==> config.mk <==
export PLATFORM = sky130hd
export DESIGN_NAME = supervision_timer
export DESIGN_NICKNAME = d
export VERILOG_FILES = /design/src/inc/sup_timer_pkg.sv /design/src/supervision_timer.sv /design/src/osc_tick_sync.sv
export SDC_FILE = /design/constraint.sdc
export NUM_CORES = 1
export LEC_CHECK = 0
export BUFFER_PORTS_ARGS = -buffer_cell sky130_fd_sc_hd__clkbuf_2
export CAP_MARGIN = 10
export CELL_PAD_IN_SITES_DETAIL_PLACEMENT = 1
export CELL_PAD_IN_SITES_GLOBAL_PLACEMENT = 1
export CORE_UTILIZATION = 45
export CTS_CLUSTER_SIZE = 8
export DETAILED_ROUTE_END_ITERATION = 8
export HOLD_SLACK_MARGIN = 0.06
export PLACE_DENSITY = 0.95
export SKIP_LAST_GASP = 1
export SLEW_MARGIN = 5
export SYNTH_ARGS = -nofsm -noshare
export SYNTH_HDL_FRONTEND = slang
export SYNTH_HIERARCHICAL = 1
export SYNTH_SLANG_ARGS = --single-unit
==> constraint.sdc <==
create_clock -name clk_sys -period 3.34 [get_ports clk_sys]
set_clock_uncertainty 0.1 [all_clocks]
set_input_delay 0.334 -clock clk_sys [delete_from_list [all_inputs] [get_ports clk_sys]]
set_output_delay 0.334 -clock clk_sys [all_outputs]
set_load 0.01 [all_outputs]
==> src/inc/sup_timer_pkg.sv <==
// constants, types and register map of the windowed supervision timer
// Summary of operation
// - 12-bit down counter fed by 7-bit prescaler
// - failure response is interrupt or system reset
// - underflow without reload raises selected response
// - reload at count >= delta is a failure
// - optional counter halt while processor is debugged
// - enableable lock blocks configuration writes
// - reload value and delta held in registers
// - counts on a low-speed oscillator, not sysclk
package sup_timer_pkg;

  //////////////////////////////////////////////////////////////////////
  // widths
  localparam int CNT_W = 12;
  localparam int PSC_W = 3;
  localparam int PRE_W = 7;
  localparam int ADDR_W = 6;

  //////////////////////////////////////////////////////////////////////
  // byte offsets on the register bus
  localparam logic [ADDR_W-1:0] OFS_CTRL = 6'h00;
  localparam logic [ADDR_W-1:0] OFS_RELOAD = 6'h04;
  localparam logic [ADDR_W-1:0] OFS_DELTA = 6'h08;
  localparam logic [ADDR_W-1:0] OFS_KICK = 6'h0C;
  localparam logic [ADDR_W-1:0] OFS_LOCK = 6'h10;
  localparam logic [ADDR_W-1:0] OFS_COUNT = 6'h14;
  localparam logic [ADDR_W-1:0] OFS_STATUS = 6'h18;
  localparam logic [ADDR_W-1:0] OFS_CLEAR = 6'h1C;
  localparam logic [ADDR_W-1:0] OFS_IRQEN = 6'h20;

  //////////////////////////////////////////////////////////////////////
  // key values written by software
  localparam logic [15:0] KICK_KEY = 16'h5FA0;
  localparam logic [15:0] LOCK_KEY = 16'h35CA;
  localparam logic [15:0] UNLOCK_KEY = 16'h53CA;

  //////////////////////////////////////////////////////////////////////
  // status bit positions
  localparam int ST_UNDER = 0;
  localparam int ST_EARLY = 1;
  localparam int ST_BLOCKED = 2;
  localparam int ST_W = 3;

  //////////////////////////////////////////////////////////////////////
  // reset values
  localparam logic [CNT_W-1:0] RELOAD_RST = 12'hFFF;
  localparam logic [CNT_W-1:0] DELTA_RST = 12'hFFF;
  localparam logic [PSC_W-1:0] PSC_RST = 3'h0;

  // failure response
  typedef enum logic {
    RESP_IRQ,
    RESP_RESET
  } resp_e;

  // control register layout, bit 6 downward
  typedef struct packed {
    logic [PSC_W-1:0] psc;     // bits 6:4, divide by 2**psc
    logic clkSel;              // bit 3, 0 internal osc, 1 crystal osc
    logic dbgHalt;             // bit 2, freeze in debug
    resp_e mode;               // bit 1
    logic enable;              // bit 0
  } ctrl_s;

  localparam ctrl_s CTRL_RST = '{psc: PSC_RST, clkSel: 1'b0, dbgHalt: 1'b0,
                                 mode: RESP_IRQ, enable: 1'b0};

endpackage

==> src/supervision_timer.sv <==
// windowed supervision timer with avalon-mm register slave
//
// The Avalon-MM slave port and the register offsets were chosen for this implementation.
`timescale 1ns/1ps
module supervision_timer (
  input wire logic clk_sys,
  input wire logic rst_n,
  // avalon-mm slave
  input wire logic [5:0] avs_address,
  input wire logic avs_read,
  input wire logic avs_write,
  input wire logic [31:0] avs_writedata,
  input wire logic [3:0] avs_byteenable,
  output logic [31:0] avs_readdata,
  output logic avs_waitrequest,
  // low-speed oscillators
  input wire logic lowSpeedInternalOsc,
  input wire logic lowSpeedCrystalOsc,
  // processor halted by debugger, same clock
  input wire logic cpuDebugHalted,
  // outputs to the system
  output logic irq,
  output logic sysResetReq
);

  //////////////////////////////////////////////////////////////////////
  // declarations

  // configuration and data registers
  sup_timer_pkg::ctrl_s ctrl_reg;
  sup_timer_pkg::ctrl_s ctrl_next;
  logic [11:0] reload_reg; // counter value register
  logic [11:0] reload_next;
  logic [11:0] delta_reg; // window threshold
  logic [11:0] delta_next;
  logic lock_reg; // configuration write lock
  logic lock_next;

  // counting state
  logic [11:0] count_reg;
  logic [11:0] count_next;
  logic [6:0] pre_reg; // prescaler counter
  logic [6:0] pre_next;

  // events and interrupt
  logic [2:0] status_reg;
  logic [2:0] status_next;
  logic [2:0] irqEn_reg;
  logic [2:0] irqEn_next;
  logic irq_next;
  logic sysResetReq_next;

  // bus handshake
  logic [31:0] readdata_next;
  logic waitrequest_next;

  // oscillator ticks
  logic tickInt;
  logic tickXtal;
  logic oscTick;

  // decode wires
  logic busReq;
  logic accept;
  logic wrAccept;
  logic wrCtrl;
  logic wrReload;
  logic wrDelta;
  logic wrKick;
  logic wrLock;
  logic wrClear;
  logic wrIrqEn;
  logic protWrite;
  logic blockedWrite;
  logic lowHalf;
  logic [15:0] keyData;
  logic selCtrl; // address matches, one per writable register
  logic selReload;
  logic selDelta;
  logic selKick;
  logic selLock;
  logic selClear;
  logic selIrqEn;
  logic isKickKey; // key word compares
  logic isLockKey;
  logic isUnlockKey;
  logic [2:0] clearMask; // status bits software clears this cycle

  // counting wires
  logic frozen;
  logic [6:0] preMask;
  logic preWrap;
  logic countTick;
  logic underflow;
  logic kickValid;
  logic kickEarly;
  logic failEvent;
  logic reloadNow; // restore count, clear prescaler
  logic [2:0] events;
  logic [31:0] readMux;

  //////////////////////////////////////////////////////////////////////
  // functions

  // zero-extend a 12-bit field into a bus word
  function automatic logic [31:0] word12(input logic [11:0] v);
    word12 = {20'h0000_0, v};
  endfunction

  // all-ones mask of width psc for the prescaler compare
  function automatic logic [6:0] psc_mask(input logic [2:0] psc);
    psc_mask = 7'((8'h01 << psc) - 8'h01);
  endfunction

  //////////////////////////////////////////////////////////////////////
  // oscillator synchronisers

  // internal oscillator edges
  osc_tick_sync u_sync_int (
    .clk_sys(clk_sys),
    .rst_n(rst_n),
    .oscIn(lowSpeedInternalOsc),
    .tick(tickInt)
  );

  // crystal oscillator edges
  osc_tick_sync u_sync_xtal (
    .clk_sys(clk_sys),
    .rst_n(rst_n),
    .oscIn(lowSpeedCrystalOsc),
    .tick(tickXtal)
  );

  // counting time base comes from a low-speed oscillator
  assign oscTick = ctrl_reg.clkSel ? tickXtal : tickInt;

  //////////////////////////////////////////////////////////////////////
  // bus decode

  // request seen while waitrequest high, completed when it drops
  assign busReq = avs_read | avs_write;
  assign accept = busReq & ~avs_waitrequest;
  assign wrAccept = accept & avs_write;
  // keys need both low byte lanes
  assign lowHalf = avs_byteenable[0] & avs_byteenable[1];
  assign keyData = avs_writedata[15:0];

  // address decode of the writable offsets
  assign selCtrl = (avs_address == sup_timer_pkg::OFS_CTRL);
  assign selReload = (avs_address == sup_timer_pkg::OFS_RELOAD);
  assign selDelta = (avs_address == sup_timer_pkg::OFS_DELTA);
  assign selKick = (avs_address == sup_timer_pkg::OFS_KICK);
  assign selLock = (avs_address == sup_timer_pkg::OFS_LOCK);
  assign selClear = (avs_address == sup_timer_pkg::OFS_CLEAR);
  assign selIrqEn = (avs_address == sup_timer_pkg::OFS_IRQEN);

  // key words, only honoured with both low lanes
  assign isKickKey = (keyData == sup_timer_pkg::KICK_KEY);
  assign isLockKey = (keyData == sup_timer_pkg::LOCK_KEY);
  assign isUnlockKey = (keyData == sup_timer_pkg::UNLOCK_KEY);

  // per-register write strobes
  assign wrCtrl = wrAccept & selCtrl;
  assign wrReload = wrAccept & selReload;
  assign wrDelta = wrAccept & selDelta;
  assign wrKick = wrAccept & selKick & lowHalf & isKickKey;
  assign wrLock = wrAccept & selLock & lowHalf;
  assign wrClear = wrAccept & selClear & avs_byteenable[0];
  assign wrIrqEn = wrAccept & selIrqEn & avs_byteenable[0];

  // configuration writes are dropped while locked
  assign protWrite = wrCtrl | wrReload | wrDelta;
  assign blockedWrite = protWrite & lock_reg;

  //////////////////////////////////////////////////////////////////////
  // register next values

  // control register, low byte only
  assign ctrl_next = (wrCtrl & ~lock_reg & avs_byteenable[0])
                     ? sup_timer_pkg::ctrl_s'(avs_writedata[6:0]) : ctrl_reg;

  // counter value register, 12 bits over two lanes
  always_comb begin
    reload_next = reload_reg;
    if (wrReload & ~lock_reg) begin
      if (avs_byteenable[0]) begin
        reload_next[7:0] = avs_writedata[7:0];
      end
      if (avs_byteenable[1]) begin
        reload_next[11:8] = avs_writedata[11:8];
      end
    end
  end

  // delta value register, same layout
  always_comb begin
    delta_next = delta_reg;
    if (wrDelta & ~lock_reg) begin
      if (avs_byteenable[0]) begin
        delta_next[7:0] = avs_writedata[7:0];
      end
      if (avs_byteenable[1]) begin
        delta_next[11:8] = avs_writedata[11:8];
      end
    end
  end

  // lock set and cleared by key words, others ignored
  always_comb begin
    lock_next = lock_reg;
    if (wrLock && isLockKey) begin
      lock_next = 1'b1;
    end else if (wrLock && isUnlockKey) begin
      lock_next = 1'b0;
    end
  end

  // interrupt enable, same layout as status
  assign irqEn_next = wrIrqEn ? avs_writedata[2:0] : irqEn_reg;

  //////////////////////////////////////////////////////////////////////
  // prescaler and counter

  // debug freeze stops prescaler and counter alike
  assign frozen = ctrl_reg.dbgHalt & cpuDebugHalted;

  // divide oscillator ticks by 2**psc
  assign preMask = psc_mask(ctrl_reg.psc);
  assign preWrap = (pre_reg & preMask) == preMask;
  assign countTick = ctrl_reg.enable & ~frozen & oscTick & preWrap;

  // counting through zero without a reload is a failure
  assign underflow = countTick & (count_reg == 12'h000);

  // reload inside the window versus too early
  assign kickValid = wrKick & ctrl_reg.enable & (count_reg < delta_reg);
  assign kickEarly = wrKick & ctrl_reg.enable & (count_reg >= delta_reg);
  assign failEvent = underflow | kickEarly;
  // disabled, any kick, early or not, and underflow all reload
  assign reloadNow = ~ctrl_reg.enable | kickValid | kickEarly | underflow;

  // prescaler counts ticks, cleared on any reload
  always_comb begin
    pre_next = pre_reg;
    if (reloadNow) begin
      pre_next = 7'h00;
    end else if (oscTick && !frozen) begin
      pre_next = preWrap ? 7'h00 : 7'(pre_reg + 7'h01);
    end
  end

  // down counter, restored from the counter value register
  always_comb begin
    count_next = count_reg;
    if (reloadNow) begin
      count_next = reload_reg;
    end else if (countTick) begin
      count_next = count_reg - 12'h001;
    end
  end

  //////////////////////////////////////////////////////////////////////
  // events, interrupt and reset

  // sticky events
  assign events = {blockedWrite, kickEarly, underflow};

  // bits written as one by software, none on other cycles
  assign clearMask = wrClear ? avs_writedata[2:0] : 3'h0;
  // set wins over a clear in the same cycle
  assign status_next = (status_reg & ~clearMask) | events;

  // interrupt only in interrupt mode
  assign irq_next = |(status_next & irqEn_next)
                    & (ctrl_next.mode == sup_timer_pkg::RESP_IRQ);

  // reset request latches until the system reset arrives
  assign sysResetReq_next = sysResetReq
                            | (failEvent & (ctrl_reg.mode == sup_timer_pkg::RESP_RESET));

  //////////////////////////////////////////////////////////////////////
  // read mux and handshake

  // unmapped and write-only offsets read as zero
  always_comb begin
    unique case (avs_address)
      sup_timer_pkg::OFS_CTRL: readMux = {25'h000_0000, ctrl_reg};
      sup_timer_pkg::OFS_RELOAD: readMux = word12(reload_reg);
      sup_timer_pkg::OFS_DELTA: readMux = word12(delta_reg);
      sup_timer_pkg::OFS_LOCK: readMux = {31'h0000_0000, lock_reg};
      sup_timer_pkg::OFS_COUNT: readMux = word12(count_reg);
      sup_timer_pkg::OFS_STATUS: readMux = {29'h0000_0000, status_reg};
      sup_timer_pkg::OFS_IRQEN: readMux = {29'h0000_0000, irqEn_reg};
      default: readMux = 32'h0000_0000;
    endcase
  end

  // one wait cycle, then waitrequest low for one cycle
  assign waitrequest_next = ~(busReq & avs_waitrequest);
  assign readdata_next = (avs_read & avs_waitrequest) ? readMux : avs_readdata;

  //////////////////////////////////////////////////////////////////////
  // configuration registers
  always_ff @(posedge clk_sys) begin
    if (!rst_n) begin
      ctrl_reg <= sup_timer_pkg::CTRL_RST;
      reload_reg <= sup_timer_pkg::RELOAD_RST;
      delta_reg <= sup_timer_pkg::DELTA_RST;
      lock_reg <= 1'b0;
      irqEn_reg <= 3'h0;
    end else begin
      ctrl_reg <= ctrl_next;
      reload_reg <= reload_next;
      delta_reg <= delta_next;
      lock_reg <= lock_next;
      irqEn_reg <= irqEn_next;
    end
  end

  //////////////////////////////////////////////////////////////////////
  // counting state and events
  always_ff @(posedge clk_sys) begin
    if (!rst_n) begin
      count_reg <= sup_timer_pkg::RELOAD_RST;
      pre_reg <= 7'h00;
      status_reg <= 3'h0;
    end else begin
      count_reg <= count_next;
      pre_reg <= pre_next;
      status_reg <= status_next;
    end
  end

  //////////////////////////////////////////////////////////////////////
  // registered outputs
  always_ff @(posedge clk_sys) begin
    if (!rst_n) begin
      irq <= 1'b0;
      sysResetReq <= 1'b0;
      avs_waitrequest <= 1'b1;
      avs_readdata <= 32'h0000_0000;
    end else begin
      irq <= irq_next;
      sysResetReq <= sysResetReq_next;
      avs_waitrequest <= waitrequest_next;
      avs_readdata <= readdata_next;
    end
  end

endmodule

==> src/osc_tick_sync.sv <==
// three-stage synchroniser turning a slow oscillator into rising-edge ticks
`timescale 1ns/1ps
module osc_tick_sync (
  input wire logic clk_sys,
  input wire logic rst_n,
  input wire logic oscIn,
  output logic tick
);

  logic s1Reg; // first stage, read only by s2Reg
  logic s2Reg;
  logic s3Reg;
  logic levelReg; // accepted level
  logic levelNext;
  logic agree;

  // accept a change only when stages two and three agree
  assign agree = (s2Reg == s3Reg);
  assign levelNext = agree ? s3Reg : levelReg;

  ////////////////////////////////////////////////////////////////////
  // shift chain and accepted level
  always_ff @(posedge clk_sys) begin
    if (!rst_n) begin
      s1Reg <= 1'b0;
      s2Reg <= 1'b0;
      s3Reg <= 1'b0;
      levelReg <= 1'b0;
      tick <= 1'b0;
    end else begin
      s1Reg <= oscIn;
      s2Reg <= s1Reg;
      s3Reg <= s2Reg;
      levelReg <= levelNext;
      tick <= levelNext & ~levelReg; // one pulse per rising edge
    end
  end

endmodule

==> reports/metrics.yaml, run 1 <==
initial_utilization: 0.461
totalWireLength_microns: 14600
hpwl_microns: 10200
numCtsBuffers: 9
grt_pass1_wl_microns: 22600
synth_fa_ha_area_frac: 0.0392
max_freq_mhz: 380
ir_worst_vdd_mv: 0.297
total_power_mw: 1.98
grt_overflow: 0
path_max_fanout: 8
clk_pin_slew_worst_paths_ns: 0.09
drc: 0
setup_violations: 0
cts_resized: 0
synth.area.mux_share: 0.0252
min-delay-path-class: "in -> reg"
crit_type: "reg -> reg"
core_area_sq_um: 9680
yosysSeqAreaShare: 0.367
outcome: "finished, final reports clean"
cp.arrival_ns: 2.80
endpoint_kind: "flip-flop"
fin_nets: 622
dieArea_sq_um: 10300
synth_top_area_cell: "dfxtp_1"
rsz0062_at_grt: "false"
synth-async-reset-ratio: 0
ys.flop_type: "dfxtp_1"
synth-simple-area-share: 0.295
post-route-period-util: 0.787
grt_max_degree: 28
yosysWarnings: 6
slew_headroom: 0.439
die_x_microns: 102
worstSetupStartpointType: "flip-flop"
avgViaCountPerCell: 6.23
layout-drive-gt1-share: 0.183
cts_root_buffer: "clkbuf_8"
htree_levels: 3
tns_ns: 0
cellLeakagePower_nw: 2.08
post-cts-setup-buffer-count: 0
synth.distinct_cells: 76
antenna_found_initial: 0
clock_path_buffers: 2
portBuffers: 45
synth_top_family_by_area: "simple AND/OR/NAND/NOR gates"
row_count: 36
yosysTopAreaCellShare: 0.367
ios: 84
initialDrtViolationCount: 343
grt_pass1_vias: 4347
slew_violations: 0
synth_compound_area_frac: 0.169
tightest_slew_ns: 0.835
cts_tree: "done"
antennaDiodeCount: 0
postSynthCellCount: 518
synthTopCellsByArea: "dfxtp_1, nand3_1, nand2_1"
synth-seq-cells: 82
drt-pass1-iter-count: 7
avgSynthCellArea_sq_um: 8.63
synthToLayoutAreaGrowth_pct: 10.4
worstPathRequired_ns: 3.51
finalHoldViolCount: 0
maxCapViolCount: 0
clk_latency_ns: 0.38
powerDensity_nw_per_um2: 401
syn_area_sq_um: 4470
clock-sinks: 82
ant_nets: 0
vias: 4339
hold_ws_ns: 0.0773
synth_edf_count: 0
track_usage: 0.293
fin_crit_ns: 2.63
die_h_microns: 102
cts_hold_repair.buffers: 0
synthXorXnorAreaFrac: 0.0196
gp_congestion: 0.884
routedWlPerCell_microns: 20.9
[per-stage QoR]
| step | area, sq um | instances | util | worst slack, ns |
|---|---|---|---|---|
| after detailed placement | 4700 | 681 | 0.486 | 0.859 |
| after CTS | 4930 | 697 | 0.509 | 0.785 |
| after floorplan | 4540 | 537 | - | 1.18 |
| final | 4930 | 697 | 0.509 | 0.712 |
| after global routing | 4930 | 697 | 0.509 | 0.643 |
| after global placement | 4700 | 681 | 0.486 | 0.913 |
[final timing paths]
| kind | startpoint | to | slack (ns) | depth (start not counted) |
|---|---|---|---|---|
| max | count_reg[4]$_SDFFE_PN1P_ | count_reg[5]$_SDFFE_PN1P_ | 0.71 | 5 |
| max reg2reg | count_reg[4]$_SDFFE_PN1P_ | count_reg[5]$_SDFFE_PN1P_ | 0.71 | 5 |
| min | lowSpeedCrystalOsc | u_sync_xtal/s1Reg$_SDFF_PN0_ | 0.08 | 2 |
| min reg2reg | u_sync_int/s1Reg$_SDFF_PN0_ | u_sync_int/s2Reg$_SDFF_PN0_ | 0.36 | 1 |
[worst max-delay path, cell delays in order, from the launching register on]
cell,delay [ns]
dfxtp_1,0.44
nor4_2,0.55
nand4_1,0.24
nor3_1,0.69
o21ai_2,0.23
o22a_1,0.26
[placed cells by master (no fill, tap or decap), drive strengths merged, types with 3 or more instances in the layout]
cell type  netlist  layout
a2111oi          4       4
o21ai           11      11
ha              14      14
buf             33      11
o22a             9       9
a21o             3       3
dfxtp           82      82
nand2b           5       5
nor2            37      37
conb             1      20
nand3           60      60
nand4bb          3       3
a211oi           6       6
clkinv           0       3
mux2i            9       9
nand3b           3       3
a22oi           12      12
inv             17      17
clkbuf          12      55
a21boi           3       3
a31oi            4       4
nor2b            7       7
o211ai           5       5
or4              4       4
a21oi           23      23
nor4bb           5       5
and2             7       7
nand2           54      54
xor2             5       5
nor4             5       5
nand4            9       9
nor3            18      18
and4             4       4
xnor2            5       5
a222oi           5       5
[area by class of cell]
cell class | instances | area (sq um)
Clock buffer | 10 | 138
Clock inverter | 6 | 90.1
Fill cell | 1188 | 4750
Inverter | 17 | 63.8
Multi-Input combinational cell | 393 | 2520
Sequential cell | 82 | 1640
Tap cell | 133 | 166
Timing Repair Buffer | 56 | 308
[synthesized netlist by cell type, drive strengths merged (4+ instances only)]
cell type and count:
ha 14, dfxtp 82, a2111oi 4, nor4 5, o21ai 11, xnor2 5
nor2 37, o22a 9, nor4bb 5, nor2b 7, inv 17, a22oi 12
nand3 60, clkbuf 12, o211ai 5, a31oi 4, mux2i 9, and2 7
nor3 18, a21oi 23, a222oi 5, a211oi 6, and4 4, nand2 54
buf 33, nand2b 5, nand4 9, or4 4, xor2 5
[metal layers]
layer,up-vias,track usage,part of all wire
li1,1945,-,-
met1,2153,0.349,0.40
met2,192,0.496,0.50
met3,49,0.0621,0.059
met4,0,0.155,0.037
met5,-,0,0
[power by group]
group	switching (mW)	internal, mW	leakage (nW)
logic	0.0972	0.0486	1.30
registers	0.00734	0.988	0.665
clock network	0.393	0.443	0.112
[kinds of logic after synthesis]
family,after synthesis
flip-flops,82
AND/OR/NAND/NOR,237
multiplexers,11
buffers and inverters,62
AO/OA/AOI/OAI,101
other,1
adder cells (fa/ha/maj),14
XOR/XNOR,10
Power figures use the tool's default switching activity.
==> run 2: changes to the inputs <==
--- a/config.mk
+++ b/config.mk
@@ -9,11 +9,11 @@
 export CAP_MARGIN = 10
 export CELL_PAD_IN_SITES_DETAIL_PLACEMENT = 1
 export CELL_PAD_IN_SITES_GLOBAL_PLACEMENT = 1
-export CORE_UTILIZATION = 45
+export CORE_UTILIZATION = 42
 export CTS_CLUSTER_SIZE = 8
 export DETAILED_ROUTE_END_ITERATION = 8
 export HOLD_SLACK_MARGIN = 0.06
-export PLACE_DENSITY = 0.95
+export PLACE_DENSITY = 0.93
 export SKIP_LAST_GASP = 1
 export SLEW_MARGIN = 5
 export SYNTH_ARGS = -nofsm -noshare
==> constraint.sdc (replaced) <==
create_clock -name clk_sys -period 2.45 [get_ports clk_sys]
set_clock_uncertainty 0.1 [all_clocks]
set_input_delay 0.245 -clock clk_sys [delete_from_list [all_inputs] [get_ports clk_sys]]
set_output_delay 0.245 -clock clk_sys [all_outputs]
set_load 0.01 [all_outputs]
==> reports/metrics.yaml, run 2 (synthesis results as in run 1) <==
fill_cells: 1241  # +4.5%
max_freq_mhz: 419  # +10%
fin_crit_ns: 2.39  # -0.241 ns
cp.depth: 8  # +3
initial_utilization: 0.433  # -0.0286
tightest_slew_ns: 0.782  # -0.0531 ns
clk_pin_slew_worst_paths_ns: 0.10  # about the same
fin_nets: 646  # +3.9%
maxCapViolCount: 0  # unchanged
finalHoldViolCount: 0  # unchanged
critPathSlowestCell: "or3b_2"
cts_root_buffer: "clkbuf_8"
row_count: 37  # +2.8%
crit_chain: "inv_1 -> ha_1 -> or3b_2 -> o211ai_1 -> a21oi_1 -> o211ai_1 -> a21oi_1 -> o311a_1"
initialDrtViolationCount: 344  # +0.29%
path_max_fanout: 5  # -3
grt_pass1_vias: 4389  # +0.97%
endpoint_kind: "flip-flop"
hpwl_microns: 10600  # +4.8%
hold_ws_ns: 0.0658  # -0.0115 ns
final_cell_mix: "dfxtp_1, nand3_1, nand2_1, clkbuf_2, nor2_1"
holdPathStages: 3  # +1
cts_tree: "done"
placed_cell_area_sq_um: 4860  # +3.4%
routedWlPerCell_microns: 19.9  # -4.7%
layout-drive-gt1-share: 0.216  # +0.0334
portBuffers: 45  # unchanged
track_usage: 0.270  # -0.0235
min-delay-path-class: "in -> reg"
clk_latency_ns: 0.38  # about the same
regArea_sq_um: 1650  # +0.38%
ios: 84  # unchanged
fin_cells: 724  # +3.9%
drc: 0  # unchanged
grt_overflow: 0  # unchanged
crit_path_max_incr_delay_ns: 0.47  # -0.22 ns
ant_nets: 0  # unchanged
grt_max_degree: 42  # +50%
grt_pass1_wl_microns: 22800  # +0.88%
cp.arrival_ns: 2.55  # -0.25 ns
post-route-period-util: 0.975  # +0.188
place_inst: 703  # +3.2%
numCtsBuffers: 9  # unchanged
worstSetupStartpointType: "flip-flop"
gp_congestion: 0.863  # -2.4%
design_area_sq_um: 5120  # +3.9%
drt-pass1-iter-count: 5  # -2
layout_commonest_cell: "dfxtp_1"
clock-sinks: 82  # unchanged
clock_path_buffers: 2  # unchanged
slew_headroom: 0.474  # +0.0349
post-cts-setup-buffer-count: 0  # unchanged
powerDensity_nw_per_um2: 507  # +27%
avgViaCountPerCell: 5.98  # -4.0%
core_area_sq_um: 10300  # +6.6%
crit_family: "compound AO/OA/AOI/OAI gates"
worstPathRequired_ns: 2.62  # -0.89 ns
ir_worst_vdd_mv: 0.352  # +19%
htree_levels: 3  # unchanged
multi_input_area_sq_um: 2530  # +0.20%
ff2ff_path_depth: 8  # +3
cellLeakagePower_nw: 2.18  # +4.8%
die_x_microns: 105  # +3.4%
die_h_microns: 105  # +3.4%
totalWireLength_microns: 14400  # -1.0%
vias: 4329  # -0.23%
setup_violations: 0  # unchanged
dieArea_sq_um: 11100  # +7.0%
synthToLayoutAreaGrowth_pct: 14.7
antenna_found_initial: 0  # unchanged
antennaDiodeCount: 0  # unchanged
outcome: "finished, final reports clean"
slew_violations: 0  # unchanged
crit_type: "reg -> reg"
path_buf_inv: 1  # +1
[run 2: changes by cell type in the layout (fill, tap and decap cells not counted), moves of 2 or more]
cell | before | now
buf_4 | 11 | 29
dfxtp_1 | 82 | 79
dfxtp_2 | 0 | 2
dlygate4sd3_1 | 0 | 5
inv_6 | 0 | 2
[run 2: through the flow]
| stage | power (mW) | utilization | setup slack [ns] | TNS [ns] |
|---|---|---|---|---|
| detailed placement | 1.59 | 0.471 | 0.0313 | 0 |
| finish | 2.60 | 0.496 | 0.0624 | 0 |
| CTS | 2.60 | 0.495 | 0.0471 | 0 |
| global placement | 1.58 | 0.471 | 0.127 | 0 |
| global route | 2.68 | 0.496 | -0.00206 | -0.00206 |
| floorplan | 1.52 | - | 0.290 | 0 |
[run 2: what timing repair did]
| item | 4_1_cts | 5_1_grt |
|---|---|---|
| pin swaps | 1 | 1 |
| gates resized for setup | 1 | 5 |
| setup endpoints to repair | 1 | 4 |
| hold buffers | 5 | 0 |
| hold endpoints to repair | 5 | 0 |
[run 2: worst register-to-register path: stages (launching register included)]
cell      delay, ns
dfxtp_4        0.38
inv_1          0.06
ha_1           0.27
or3b_2         0.47
o211ai_1       0.11
a21oi_1        0.10
o211ai_1       0.31
a21oi_1        0.12
o311a_1        0.36
[run 2: path summary, 6_finish.rpt]
path	slack, ns	endpoint	from
setup / recovery	0.06	irq$_SDFF_PN0_	count_reg[0]$_SDFFE_PN1P_
hold / removal	0.07	delta_reg[7]$_SDFFE_PN1P_	avs_writedata[7]
setup reg to reg	0.06	irq$_SDFF_PN0_	count_reg[0]$_SDFFE_PN1P_
hold reg to reg	0.37	u_sync_int/s2Reg$_SDFF_PN0_	u_sync_int/s1Reg$_SDFF_PN0_
[run 2: area by class of cell]
cell class              instances  share of cell area
clock buffers                   9              0.0242
clock inverters                 7              0.0149
inverters                      17              0.0125
multi-input cells             393               0.494
flip-flops and latches         82               0.322
well taps                     136              0.0332
repair buffers                 80               0.100
[run 2: where the power goes]
part	leakage, nW	switching [mW]	total (mW)	internal, mW
sequential	0.664	0.00836	1.35	1.35
clock	0.0962	0.548	1.03	0.478
combinational	1.42	0.141	0.220	0.0789
total	2.18	0.697	2.60	1.90
[run 2: per-layer routing]
| layer | GRT usage | up-vias | wire [microns] |
|---|---|---|---|
| met5 | 0 | - | 0 |
| met4 | 0.135 | 0 | 481 |
| met3 | 0.0437 | 36 | 926 |
| met2 | 0.474 | 169 | 7250 |
| met1 | 0.317 | 2127 | 5740 |
| li1 | - | 1997 | - |
